--- src/shared/fdp_pkg.sv ---
// What this block does
// - debug enabled on fresh or reprogrammed device
// - only firmware may disable debug
// - reenable needs erase, unprotect, enabling firmware
// - device security blocks all external interfaces forever
// - protection level starts open
// - open may move to protected
// - protected level refuses debug accesses
// - protected returns open only after full erase
// - open may move to kill
// - kill rejects every debug access
// - kill refuses external erase requests
// - kill level is terminal
// - per-row read and write protection
// - system calls reach flash at every level once stored settings are restored
package fdp_pkg;
    // ----------------------------------------
    // protection levels and sizes
    // ----------------------------------------
    typedef enum logic [1:0] {
        FDP_OPEN,
        FDP_PROTECTED,
        FDP_KILL
    } fdp_level_t;

    localparam int FDP_ROWS = 128;
    localparam int FDP_ROW_W = 7;
    localparam logic FDP_DBG_EN_RESET = 1'h1;
    localparam logic FDP_ERASED_RESET = 1'h0;
    localparam logic FDP_SECURE_RESET = 1'h0;
    localparam logic FDP_READY_RESET = 1'h0;
endpackage

--- src/design/fdp_ctrl.sv ---
`timescale 1ns/10ps
`default_nettype none
module fdp_ctrl
    import fdp_pkg::*;
(
    input wire logic mclk_in, // system clock
    input wire logic resetn_in, // sync reset, active low
    input wire fdp_level_t nv_level_in, // stored protection level
    input wire logic nv_dbg_en_in, // stored debug enable
    input wire logic nv_secure_in, // stored device security
    input wire logic nv_valid_in, // nonvolatile values are ready
    input wire logic fw_dbg_dis_in, // firmware disables debug
    input wire logic fw_dbg_en_in, // firmware (new image) enables debug
    input wire logic fw_secure_in, // firmware sets device security
    input wire logic lvl_req_in, // level change request pulse
    input wire fdp_level_t lvl_target_in, // requested level
    input wire logic full_erase_done_in, // full flash erase completed
    input wire logic ext_erase_req_in, // erase request from probe
    input wire logic dbg_req_in, // probe access request
    input wire logic row_cfg_we_in, // row protection write (firmware)
    input wire logic [FDP_ROW_W-1:0] row_cfg_row_in, // row to configure
    input wire logic row_cfg_rd_blk_in, // block reads of row
    input wire logic row_cfg_wr_blk_in, // block writes of row
    input wire logic flash_rd_in, // external flash read request
    input wire logic flash_wr_in, // external flash write request
    input wire logic [FDP_ROW_W-1:0] flash_row_in, // row accessed
    input wire logic syscall_req_in, // internal system-call flash op
    output logic dbg_grant_out, // probe access granted
    output logic dbg_refuse_out, // probe access refused
    output logic ext_erase_ok_out, // external erase allowed
    output logic flash_ok_out, // flash access allowed
    output logic syscall_ok_out, // system-call op allowed
    output fdp_level_t level_out, // current protection level
    output logic dbg_en_out, // debug enable state
    output logic secure_out, // device security set
    output logic ready_out // settings restored
);
    // ----------------------------------------
    // protection state
    // ----------------------------------------
    fdp_level_t level, next_level;
    logic dbg_en, next_dbg_en;
    logic secure, next_secure;
    logic ready, next_ready;
    logic erased, next_erased;
    logic [FDP_ROWS-1:0] rd_blk, next_rd_blk;
    logic [FDP_ROWS-1:0] wr_blk, next_wr_blk;
    logic dbg_allowed;

    always_comb begin
        next_level = level;
        next_dbg_en = dbg_en;
        next_secure = secure;
        next_ready = ready;
        next_erased = erased;
        if (!ready) begin
            if (nv_valid_in) begin
                next_level = nv_level_in;
                next_dbg_en = nv_dbg_en_in;
                next_secure = nv_secure_in;
                next_ready = 1'h1;
            end
        end else begin
            // firmware is the only source of a disable; probe has no path here
            if (fw_dbg_dis_in) begin
                next_dbg_en = 1'h0;
            end else if (fw_dbg_en_in && !dbg_en && erased && level == FDP_OPEN) begin
                next_dbg_en = 1'h1;
            end
            if (fw_secure_in) begin
                next_secure = 1'h1;
            end
            if (full_erase_done_in) begin
                next_erased = 1'h1;
            end
            if (lvl_req_in) begin
                case (level)
                    FDP_OPEN: begin
                        if (lvl_target_in == FDP_PROTECTED) begin
                            next_level = FDP_PROTECTED;
                            // an erase finishing in the same cycle still counts: set wins
                            next_erased = full_erase_done_in;
                        end else if (lvl_target_in == FDP_KILL) begin
                            next_level = FDP_KILL;
                        end
                    end
                    FDP_PROTECTED: begin
                        if (lvl_target_in == FDP_OPEN && (erased || full_erase_done_in)) begin
                            next_level = FDP_OPEN;
                        end
                    end
                    FDP_KILL: begin
                        next_level = FDP_KILL;
                    end
                    default: begin
                        next_level = level;
                    end
                endcase
            end
        end
    end

    always_comb begin
        next_rd_blk = rd_blk;
        next_wr_blk = wr_blk;
        if (row_cfg_we_in) begin
            next_rd_blk[row_cfg_row_in] = row_cfg_rd_blk_in;
            next_wr_blk[row_cfg_row_in] = row_cfg_wr_blk_in;
        end
    end

    always_ff @(posedge mclk_in) begin
        if (!resetn_in) begin
            level <= FDP_OPEN;
            dbg_en <= FDP_DBG_EN_RESET;
            secure <= FDP_SECURE_RESET;
            ready <= FDP_READY_RESET;
            erased <= FDP_ERASED_RESET;
            rd_blk <= '0;
            wr_blk <= '0;
        end else begin
            level <= next_level;
            dbg_en <= next_dbg_en;
            secure <= next_secure;
            ready <= next_ready;
            erased <= next_erased;
            rd_blk <= next_rd_blk;
            wr_blk <= next_wr_blk;
        end
    end

    // ----------------------------------------
    // access gating
    // ----------------------------------------
    // every probe request is refused until stored settings are in
    assign dbg_allowed = ready && dbg_en && !secure && level == FDP_OPEN;

    logic next_grant, next_refuse, next_erase_ok, next_flash_ok, next_sys_ok;
    always_comb begin
        next_grant = dbg_req_in && dbg_allowed;
        next_refuse = dbg_req_in && !dbg_allowed;
        next_erase_ok = ext_erase_req_in && dbg_allowed;
        next_flash_ok = dbg_allowed && ((flash_rd_in && !rd_blk[flash_row_in]) ||
                        (flash_wr_in && !wr_blk[flash_row_in]));
        next_sys_ok = syscall_req_in && ready;
    end

    always_ff @(posedge mclk_in) begin
        if (!resetn_in) begin
            dbg_grant_out <= 1'h0;
            dbg_refuse_out <= 1'h0;
            ext_erase_ok_out <= 1'h0;
            flash_ok_out <= 1'h0;
            syscall_ok_out <= 1'h0;
        end else begin
            dbg_grant_out <= next_grant;
            dbg_refuse_out <= next_refuse;
            ext_erase_ok_out <= next_erase_ok;
            flash_ok_out <= next_flash_ok;
            syscall_ok_out <= next_sys_ok;
        end
    end

    always_ff @(posedge mclk_in) begin
        if (!resetn_in) begin
            level_out <= FDP_OPEN;
            dbg_en_out <= FDP_DBG_EN_RESET;
            secure_out <= FDP_SECURE_RESET;
            ready_out <= FDP_READY_RESET;
        end else begin
            level_out <= next_level;
            dbg_en_out <= next_dbg_en;
            secure_out <= next_secure;
            ready_out <= next_ready;
        end
    end

    // ----------------------------------------
    // checks
    // ----------------------------------------
    property p_kill_terminal;
        @(posedge mclk_in) disable iff (!resetn_in)
        (level == FDP_KILL) |=> (level == FDP_KILL);
    endproperty
    a_kill_terminal: assert property (p_kill_terminal) else $error("kill level left");

    property p_kill_no_dbg;
        @(posedge mclk_in) disable iff (!resetn_in)
        (dbg_req_in && level == FDP_KILL) |=> (!dbg_grant_out && dbg_refuse_out);
    endproperty
    a_kill_no_dbg: assert property (p_kill_no_dbg) else $error("debug granted in kill");

    property p_prot_no_dbg;
        @(posedge mclk_in) disable iff (!resetn_in)
        (dbg_req_in && level == FDP_PROTECTED) |=> dbg_refuse_out;
    endproperty
    a_prot_no_dbg: assert property (p_prot_no_dbg) else $error("debug granted when protected");

    property p_kill_no_erase;
        @(posedge mclk_in) disable iff (!resetn_in)
        (level == FDP_KILL) |=> !ext_erase_ok_out;
    endproperty
    a_kill_no_erase: assert property (p_kill_no_erase) else $error("external erase in kill");

    property p_secure_sticky;
        @(posedge mclk_in) disable iff (!resetn_in)
        secure |=> (secure && !dbg_grant_out && !ext_erase_ok_out);
    endproperty
    a_secure_sticky: assert property (p_secure_sticky) else $error("security reopened");

    property p_open_needs_erase;
        @(posedge mclk_in) disable iff (!resetn_in)
        ($past(level) == FDP_PROTECTED && level == FDP_OPEN) |-> ($past(erased) || $past(full_erase_done_in));
    endproperty
    a_open_needs_erase: assert property (p_open_needs_erase) else $error("unprotect without erase");

    property p_dis_only_fw;
        @(posedge mclk_in) disable iff (!resetn_in)
        (ready && dbg_en && !fw_dbg_dis_in) |=> dbg_en;
    endproperty
    a_dis_only_fw: assert property (p_dis_only_fw) else $error("debug disabled without firmware");

    property p_syscall;
        @(posedge mclk_in) disable iff (!resetn_in)
        (syscall_req_in && ready) |=> syscall_ok_out;
    endproperty
    a_syscall: assert property (p_syscall) else $error("system call refused");

    property p_open_to_prot;
        @(posedge mclk_in) disable iff (!resetn_in)
        (ready && level == FDP_OPEN && lvl_req_in && lvl_target_in == FDP_PROTECTED) |=> (level == FDP_PROTECTED);
    endproperty
    a_open_to_prot: assert property (p_open_to_prot) else $error("open to protected refused");

    property p_restore_first;
        @(posedge mclk_in) disable iff (!resetn_in)
        !ready |=> !dbg_grant_out;
    endproperty
    a_restore_first: assert property (p_restore_first) else $error("debug before restore");
endmodule
`default_nettype wire

--- config.mk ---
export PLATFORM = sky130hd
export DESIGN_NAME = fdp_ctrl
export DESIGN_NICKNAME = d
export VERILOG_FILES = /design/src/shared/fdp_pkg.sv /design/src/design/fdp_ctrl.sv
export SDC_FILE = /design/constraint.sdc
export NUM_CORES = 1
export LEC_CHECK = 0
export BUFFER_PORTS_ARGS = -buffer_cell sky130_fd_sc_hd__buf_2
export CORE_ASPECT_RATIO = 0.9
export CORE_MARGIN = 2
export CORE_UTILIZATION = 45
export CTS_BUF_LIST = sky130_fd_sc_hd__clkbuf_8
export DETAILED_ROUTE_END_ITERATION = 12
export GPL_TIMING_DRIVEN = 0
export PLACE_DENSITY_LB_ADDON = 0.25
export SKIP_CTS_REPAIR_TIMING = 1
export SYNTH_ARGS = -nofsm -noshare
export SYNTH_HDL_FRONTEND = slang
export SYNTH_SLANG_ARGS = --single-unit
--- constraint.sdc ---
create_clock -name mclk_in -period 1.85 [get_ports mclk_in]
set_input_delay 0.185 -clock mclk_in [delete_from_list [all_inputs] [get_ports mclk_in]]
set_output_delay 0.185 -clock mclk_in [all_outputs]
set_load 0.01 [all_outputs]
==> flow_metrics.tcl, run 1 <==
set metrics [dict create \
    core_area_um2 29100 \
    multi_input_area_um2 7410 \
    clock_latency_ns 0.58 \
    drt-initial-drc-count 1398 \
    area_growth_pct 13.3 \
    num_vias 12000 \
    irDropWorstVdd_mv 0.465 \
    place_congestion 0.952 \
    syn_area_um2 13400 \
    first_global_vias 11300 \
    synth_seq_cells 267 \
    grt_usage_pct 29.8 \
    die_h_um 168 \
    cts.htree.levels 2 \
    antenna_found_initial 0 \
    period_share_pct 114 \
    setup_violations 1 \
    cts_buffers 46 \
    grt_max_degree 13 \
    drv_cap 0 \
    whs_ns -0.00267 \
    hold_depth 4 \
    fin_area_um2 15200 \
    firstDrtPassIters 6 \
    yosys.cell_count.top_type "dfxtp_1" \
    vias_per_cell 6.01 \
    status "finished with violations" \
    synth_edf_count 0 \
    crit_arrival_ns 2.61 \
    final_nets 1610 \
    dp_hpwl_um 32800 \
    clk_path_buf_depth 3 \
    synth_top_area_cell "dfxtp_1" \
    wl_um 46800 \
    rsz0062_at_grt "true" \
    die_area_um2 31200 \
    ff2ff_path_depth 7 \
    avgSynthCellArea_um2 9.07 \
    netlist_top_cells_count "dfxtp_1, nand2_1, a21boi_0" \
    initial_core_util_pct 46.1 \
    post-route-drc-count 0 \
    grt_overflow 0 \
    post-place-ws_ns -0.744 \
    syn-num-nets 1517 \
    synth_cell_types 64 \
    worst-r2r-setup-slack_ns -0.16 \
    postSynthCellCount 1478 \
    hp-class "input pin to flop" \
    critPathKind "input pin to flop" \
    dieWidth_um 186 \
    hold_viol_final 1 \
    setup_tns_ns -0.250 \
    final_util_pct 52.3 \
    clockRootBuffer "clkbuf_8" \
    fmax_mhz 476 \
    r2r-start "level_out[1]" \
    violations "negative hold slack, negative setup slack" \
    ant_nets 0 \
    fin_crit_ns 2.10 \
    min_from "lvl_req_in" \
    startpoint_type "input pin" \
    synth_top_area_share_pct 39.9 \
    slew_headroom_pct 37.3 \
    cp-end-kind "flop" \
    rows 59 \
    ys_top_cells_by_area "dfxtp_1, a21boi_0, mux4_2" \
    synthFlopType "dfxtp_1" \
    async_flop_share_pct 0 \
    clock-sinks 267 \
    fill_cells 2791 \
    synth.yosys.seq_area_share_pct 39.9 \
    fin_worst_skew_ns 0.0135 \
    place_area_um2 14100 \
    ios 46 \
    worstPathRequired_ns 2.36 \
    leakage_nw 5.26 \
    wl_per_cell_um 23.4 \
    worst-path-max-fanout 10 \
    grt_first_pass_wirelength_um 69500 \
    power_density_nw_per_um2 823 \
    clk_pin_slew_ns 0.06 \
    tightest_slew_ns 0.932 \
    r2r_end "flash_ok_out" \
    drive_gt1_share_pct 13.1 \
    io_buffers 36 \
    hold_end "erased" \
    cts_tree "done" \
    drv_slew 0 \
    fin_ws_ns -0.250 \
    seq_area_um2 5350 \
    yosysWarnings 0 \
]
-- logic make-up after synthesis --
kind of cell,after synthesis,share of synthesized area [%]
simple gates,582,20.8
compound gates,314,16.3
flops,267,39.9
mux,156,17.5
buf+inv,155,5.22
fa+ha+maj,3,0.280
xor+xnor,1,0.0653
-- flip-flops by register name, summed over array words and instances (netlist names) --
| name | cells |
|---|---|
| dbg_en_out | 1 |
| dbg_grant_out | 1 |
| dbg_refuse_out | 1 |
| erased | 1 |
| ext_erase_ok_out | 1 |
| flash_ok_out | 1 |
| level_out | 2 |
| rd_blk | 128 |
| ready_out | 1 |
| secure_out | 1 |
| syscall_ok_out | 1 |
| wr_blk | 128 |
-- power breakdown --
part	total (mW)	internal, mW	switching (mW)	leakage [nW]
clock	5.59	3.07	2.52	0.548
combinational	1.12	0.355	0.769	2.56
sequential	5.80	5.78	0.0170	2.15
total	12.5	9.21	3.30	5.26
-- critical path, stage by stage --
cell and delay, ns:
buf_4 0.14, buf_4 0.26, buf_6 0.26, buf_2 0.41, mux4_2 0.39, mux2i_1 0.42
o2111ai_1 0.18, o2111ai_1 0.16, a32o_2 0.20
-- area by class of cell --
cell class,instances,area share (%)
multi-input cells,1056,48.7
flip-flops and latches,267,35.2
clock buffers,61,5.52
plain buffers,147,4.51
well taps,396,3.26
repair buffers,46,1.84
clock inverters,21,0.774
inverters,7,0.173
diodes,1,0.0165
-- worst max path at each step --
stage / depth (start not counted) / slack (ns) / endpoint / from
floorplan: 7 / 0.05 / flash_ok_out / flash_row_in[0]
global placement: 9 / -0.77 / flash_ok_out / flash_row_in[1]
detailed placement: 7 / -0.74 / flash_ok_out / flash_row_in[3]
CTS: 6 / -0.50 / flash_ok_out / wr_blk[6]
global route: 7 / -0.20 / flash_ok_out / level_out[0]
finish: 9 / -0.25 / flash_ok_out / flash_row_in[1]
-- through the flow --
stage / std cells / power (mW)
3_3_place_gp: 1910 / 6.97
6_report: 2002 / 12.5
3_5_place_dp: 1910 / 6.98
4_1_cts: 1992 / 12.5
2_1_floorplan: 1478 / 6.55
5_1_grt: 2001 / 12.8
-- routing by layer --
metal / part of all wire, % / global-route usage (%) / wire (um)
met5: 0 / 0 / 0
met4: 3.9 / 12.3 / 1810
met3: 11 / 7.05 / 4980
met2: 43 / 43.9 / 20000
met1: 43 / 42.1 / 20000
-- cells in the final DEF (no fill, tap or decap), types with 45 or more instances in the layout --
cell      count
dfxtp_1     267
nand2_1     265
a21boi_0    176
nand3_1     107
clkbuf_1    103
mux2i_1      96
nor2b_1      88
o21ai_0      85
clkbuf_8     61
nor2_1       55
buf_2        53
mux4_2       45
Power figures use the tool's default switching activity.
==> run 2: changes to the inputs <==
--- a/config.mk
+++ b/config.mk
@@ -14,4 +14,5 @@
 export GPL_TIMING_DRIVEN = 0
 export PLACE_DENSITY_LB_ADDON = 0.25
+export REMOVE_ABC_BUFFERS = 1
 export SKIP_CTS_REPAIR_TIMING = 1
 export SYNTH_ARGS = -nofsm -noshare
==> constraint.sdc (replaced) <==
create_clock -name mclk_in -period 1.85 [get_ports mclk_in]
set_input_delay 0.185 -clock mclk_in [delete_from_list [all_inputs] [get_ports mclk_in]]
set_output_delay 0.185 -clock mclk_in [all_outputs]
set_load 0.02 [all_outputs]
==> flow_metrics.tcl, run 2 (same netlist as run 1, synthesis figures left out) <==
set metrics [dict create \
    critical_path.top_delay_family "compound AO/OA/AOI/OAI gates" \
    crit_chain "clkbuf_4, and2_0, a221oi_1, a221oi_2, a311oi_1, o2111ai_1, a32o_2" \
    crit_arrival_ns 2.36 \
    grt_overflow 0 \
    ios 46 \
    fmax_mhz 516 \
    fin_worst_skew_ns 0.0179 \
    die_area_um2 31200 \
    vias_per_cell 5.72 \
    whs_ns 0.0202 \
    worst-path-max-fanout 26 \
    period_share_pct 105 \
    slew_headroom_pct 17.5 \
    clk_pin_slew_ns 0.05 \
    wl_per_cell_um 18.9 \
    setup_violations 1 \
    antenna_found_initial 1 \
    cts_buffers 46 \
    grt_first_pass_wirelength_um 56200 \
    leakage_nw 5.06 \
    place_area_um2 13600 \
    first_global_vias 10200 \
    drive_gt1_share_pct 13.4 \
    power_density_nw_per_um2 806 \
    drv_slew 0 \
    die_h_um 168 \
    cts_tree "done" \
    fin_crit_ns 1.94 \
    clock_latency_ns 0.56 \
    violations "negative setup slack" \
    area_growth_pct 10.1 \
    layout_commonest_cell "dfxtp_1" \
    cts.htree.levels 2 \
    critPathKind "input pin to flop" \
    clock-sinks 267 \
    num_vias 10700 \
    dp_hpwl_um 21400 \
    setup_tns_ns -0.0879 \
    clockRootBuffer "clkbuf_8" \
    worstPathRequired_ns 2.27 \
    seq_area_um2 5350 \
    wl_um 35300 \
    tightest_slew_ns 1.24 \
    dieWidth_um 186 \
    hold_viol_final 0 \
    grt_max_degree 177 \
    p_total_mw 11.9 \
    post-route-drc-count 0 \
    fill_cells 2791 \
    core_area_um2 29100 \
    multi_input_area_um2 7440 \
    fin_ws_ns -0.0879 \
    clk_path_buf_depth 3 \
    io_buffers 45 \
    rsz0062_at_grt "true" \
    initial_core_util_pct 46.1 \
    grt_usage_pct 22.7 \
    place_congestion 0.805 \
    path_buf_inv 1 \
    status "finished with violations" \
    cp-end-kind "flop" \
    most-common-layout-cells "dfxtp_1, nand2_1, a21boi_0" \
    startpoint_type "input pin" \
    cp_slowest_stage_delay_ns 0.49 \
    hp-class "input pin to flop" \
    irDropWorstVdd_mv 0.524 \
    drv_cap 0 \
    reg_top3 "rd_blk x128, wr_blk x128, level_out x2" \
    firstDrtPassIters 5 \
    final_nets 1484 \
    ant_nets 0 \
    rows 59 \
    drt-initial-drc-count 951 \
    fin_area_um2 14800 \
    slowest_stage "and2_0" \
]
-- run 2: cell types whose count changed in the layout (fill, tap and decap cells not counted), sizes merged --
cell / delta
clkinvlp: -2
buf: -16
clkbuf: -112
bufinv: -1
clkinv: +1
-- run 2: layout make-up --
type / instances / share of cell area (%)
Inverter: 7 / 0.178
Clock buffer: 59 / 5.50
Clock inverter: 19 / 0.492
Sequential cell: 267 / 36.2
Tap cell: 396 / 3.36
Antenna cell: 1 / 0.0170
Multi-Input combinational cell: 1056 / 50.4
Timing Repair Buffer: 67 / 3.87
-- run 2: worst min-delay path, cell delays in order --
cell	delay (ns)
buf_2	0.11
nand4_1	0.08
a22oi_1	0.06
nor2b_1	0.10
-- run 2: report_power, final --
part | internal [mW] | switching (mW)
combinational | 0.331 | 0.604
clock | 2.82 | 2.33
sequential | 5.78 | 0.0216
total | 8.94 | 2.96
-- run 2: metal layers --
layer	vias to the layer above	share of wire, %	track usage (%)
met5	-	0	0
met3	48	5.9	4.50
met1	5219	48	32.7
met2	289	45	34.6
li1	5143	-	-
met4	0	1.7	6.26
-- run 2: worst paths after layout --
kind                       end  cells past startpoint       startpoint  slack, ns
hold / removal          erased                      4       lvl_req_in       0.02
setup reg to reg  flash_ok_out                      6       wr_blk[81]      -0.07
hold reg to reg     wr_blk[82]                      2       wr_blk[82]       0.46
setup / recovery  flash_ok_out                      7  flash_row_in[3]      -0.09
-- run 2: per-stage QoR --
stage	setup WS, ns	cells	utilization, %
4_1_cts	-0.616	1857	50.0
3_5_place_dp	-1.21	1779	46.9
3_3_place_gp	-2.43	1771	46.3
5_1_grt	-0.108	1871	50.7
6_report	-0.0879	1872	50.7
2_1_floorplan	-0.546	1330	-
==> run 3: changes to the inputs <==
Settings changed: SETUP_SLACK_MARGIN from default to 0.4.
==> flow_metrics.tcl, run 3 (same netlist as run 1, synthesis figures left out) <==
set metrics [dict create \
    clock-sinks 267 \
    area_growth_pct 12.1 \
    critPathKind "input pin to flop" \
    tightest_slew_ns 0.718 \
    final_nets 1498 \
    clockRootBuffer "clkbuf_8" \
    clock_latency_ns 0.56 \
    ios 46 \
    worst-path-max-fanout 26 \
    die_area_um2 31200 \
    post-place-ws_ns -1.21 \
    grt_first_pass_wirelength_um 56200 \
    crit_arrival_ns 2.36 \
    fin_crit_ns 1.94 \
    cts_buffers 46 \
    reg_top3 "rd_blk x128, wr_blk x128, level_out x2" \
    period_share_pct 105 \
    fin_ws_ns -0.0864 \
    stdcell_count 1886 \
    vias_per_cell 5.74 \
    drt-initial-drc-count 1143 \
    post-route-drc-count 0 \
    slew_headroom_pct 52.2 \
    clk_pin_slew_ns 0.06 \
    die_h_um 168 \
    worstPathRequired_ns 2.27 \
    drv_cap 0 \
    initial_core_util_pct 46.1 \
    rsz0062_at_grt "true" \
    cts.htree.levels 2 \
    drv_slew 0 \
    num_vias 10800 \
    fin_worst_skew_ns 0.0168 \
    setup_tns_ns -0.0864 \
    firstDrtPassIters 5 \
    irDropWorstVdd_mv 0.531 \
    most-common-layout-cells "dfxtp_1, nand2_1, a21boi_0" \
    core_area_um2 29100 \
    cts_tree "done" \
    grt_max_degree 177 \
    first_global_vias 10200 \
    cp-end-kind "flop" \
    hp-class "input pin to flop" \
    startpoint_type "input pin" \
    layout_commonest_cell "dfxtp_1" \
    ant_nets 0 \
    drive_gt1_share_pct 15.4 \
    wl_per_cell_um 19.4 \
    grt_usage_pct 22.7 \
    io_buffers 45 \
    place_congestion 0.805 \
    violations "negative setup slack" \
    dieWidth_um 186 \
    fmax_mhz 516 \
    clk_path_buf_depth 3 \
    power_density_nw_per_um2 796 \
    hold_viol_final 0 \
    dp_hpwl_um 21400 \
    grt_overflow 0 \
    wl_um 36500 \
    rows 59 \
    setup_violations 1 \
    fill_cells 2766 \
    status "finished with violations" \
    antenna_found_initial 1 \
    p_total_mw 12.0 \
    leakage_nw 5.15 \
    dp_cells 1779 \
]
run 3: changes by cell type in the layout (fill, tap and decap cells not counted), moves of 3 or more:
cell     before  now
buf_2        39   36
and2_4        1    7
and2_2        7    2
buf_4         6   13
nand2_2       0    5
dfxtp_1     267  264
nor2_1       56   52
nor2_4        0    4
buf_12        1    4
nand2_1     266  261
run 3: worst paths after layout:
path	start	to	slack (ns)	cells past startpoint
setup / recovery	flash_row_in[3]	flash_ok_out	-0.09	7
hold / removal	lvl_req_in	erased	0.02	4
setup reg to reg	wr_blk[19]	flash_ok_out	-0.09	6
hold reg to reg	rd_blk[6]	rd_blk[6]	0.46	2
run 3: cell type report:
cell class,count,area (um2),share of cell area [%]
multi-input combinational,1060,7570,50.4
sequential,267,5350,35.6
clock buffer,59,812,5.40
timing repair buffer,77,698,4.64
tap,396,495,3.30
clock inverter,19,72.6,0.483
inverter,7,26.3,0.175
antenna,1,2.50,0.0166
run 3: critical path, cell delays in order:
cell	delay, ns
clkbuf_4	0.35
and2_0	0.49
a221oi_1	0.41
a221oi_2	0.10
a311oi_1	0.34
o2111ai_1	0.18
a32o_2	0.27
run 3: power by group:
group / total [mW] / internal [mW] / switching (mW)
clock network: 5.16 / 2.82 / 2.34
registers: 5.80 / 5.78 / 0.0216
logic: 0.996 / 0.357 / 0.639
run 3: routing by layer:
metal	vias to the layer above	wire length, um	track usage [%]
li1	5177	-	-
met1	5274	17000	32.7
met2	317	16400	34.6
met3	51	2540	4.50
met4	0	614	6.26
met5	-	0	0
run 3: metrics by stage:
| step | area, um2 | util, % | hold WS, ns |
|---|---|---|---|
| floorplan | 12700 | - | 0.261 |
| global placement | 13500 | 46.3 | 0.411 |
| detailed placement | 13600 | 46.9 | 0.416 |
| CTS | 14500 | 50.0 | -0.174 |
| global route | 15000 | 51.7 | 0.0196 |
| finish | 15000 | 51.7 | 0.0153 |
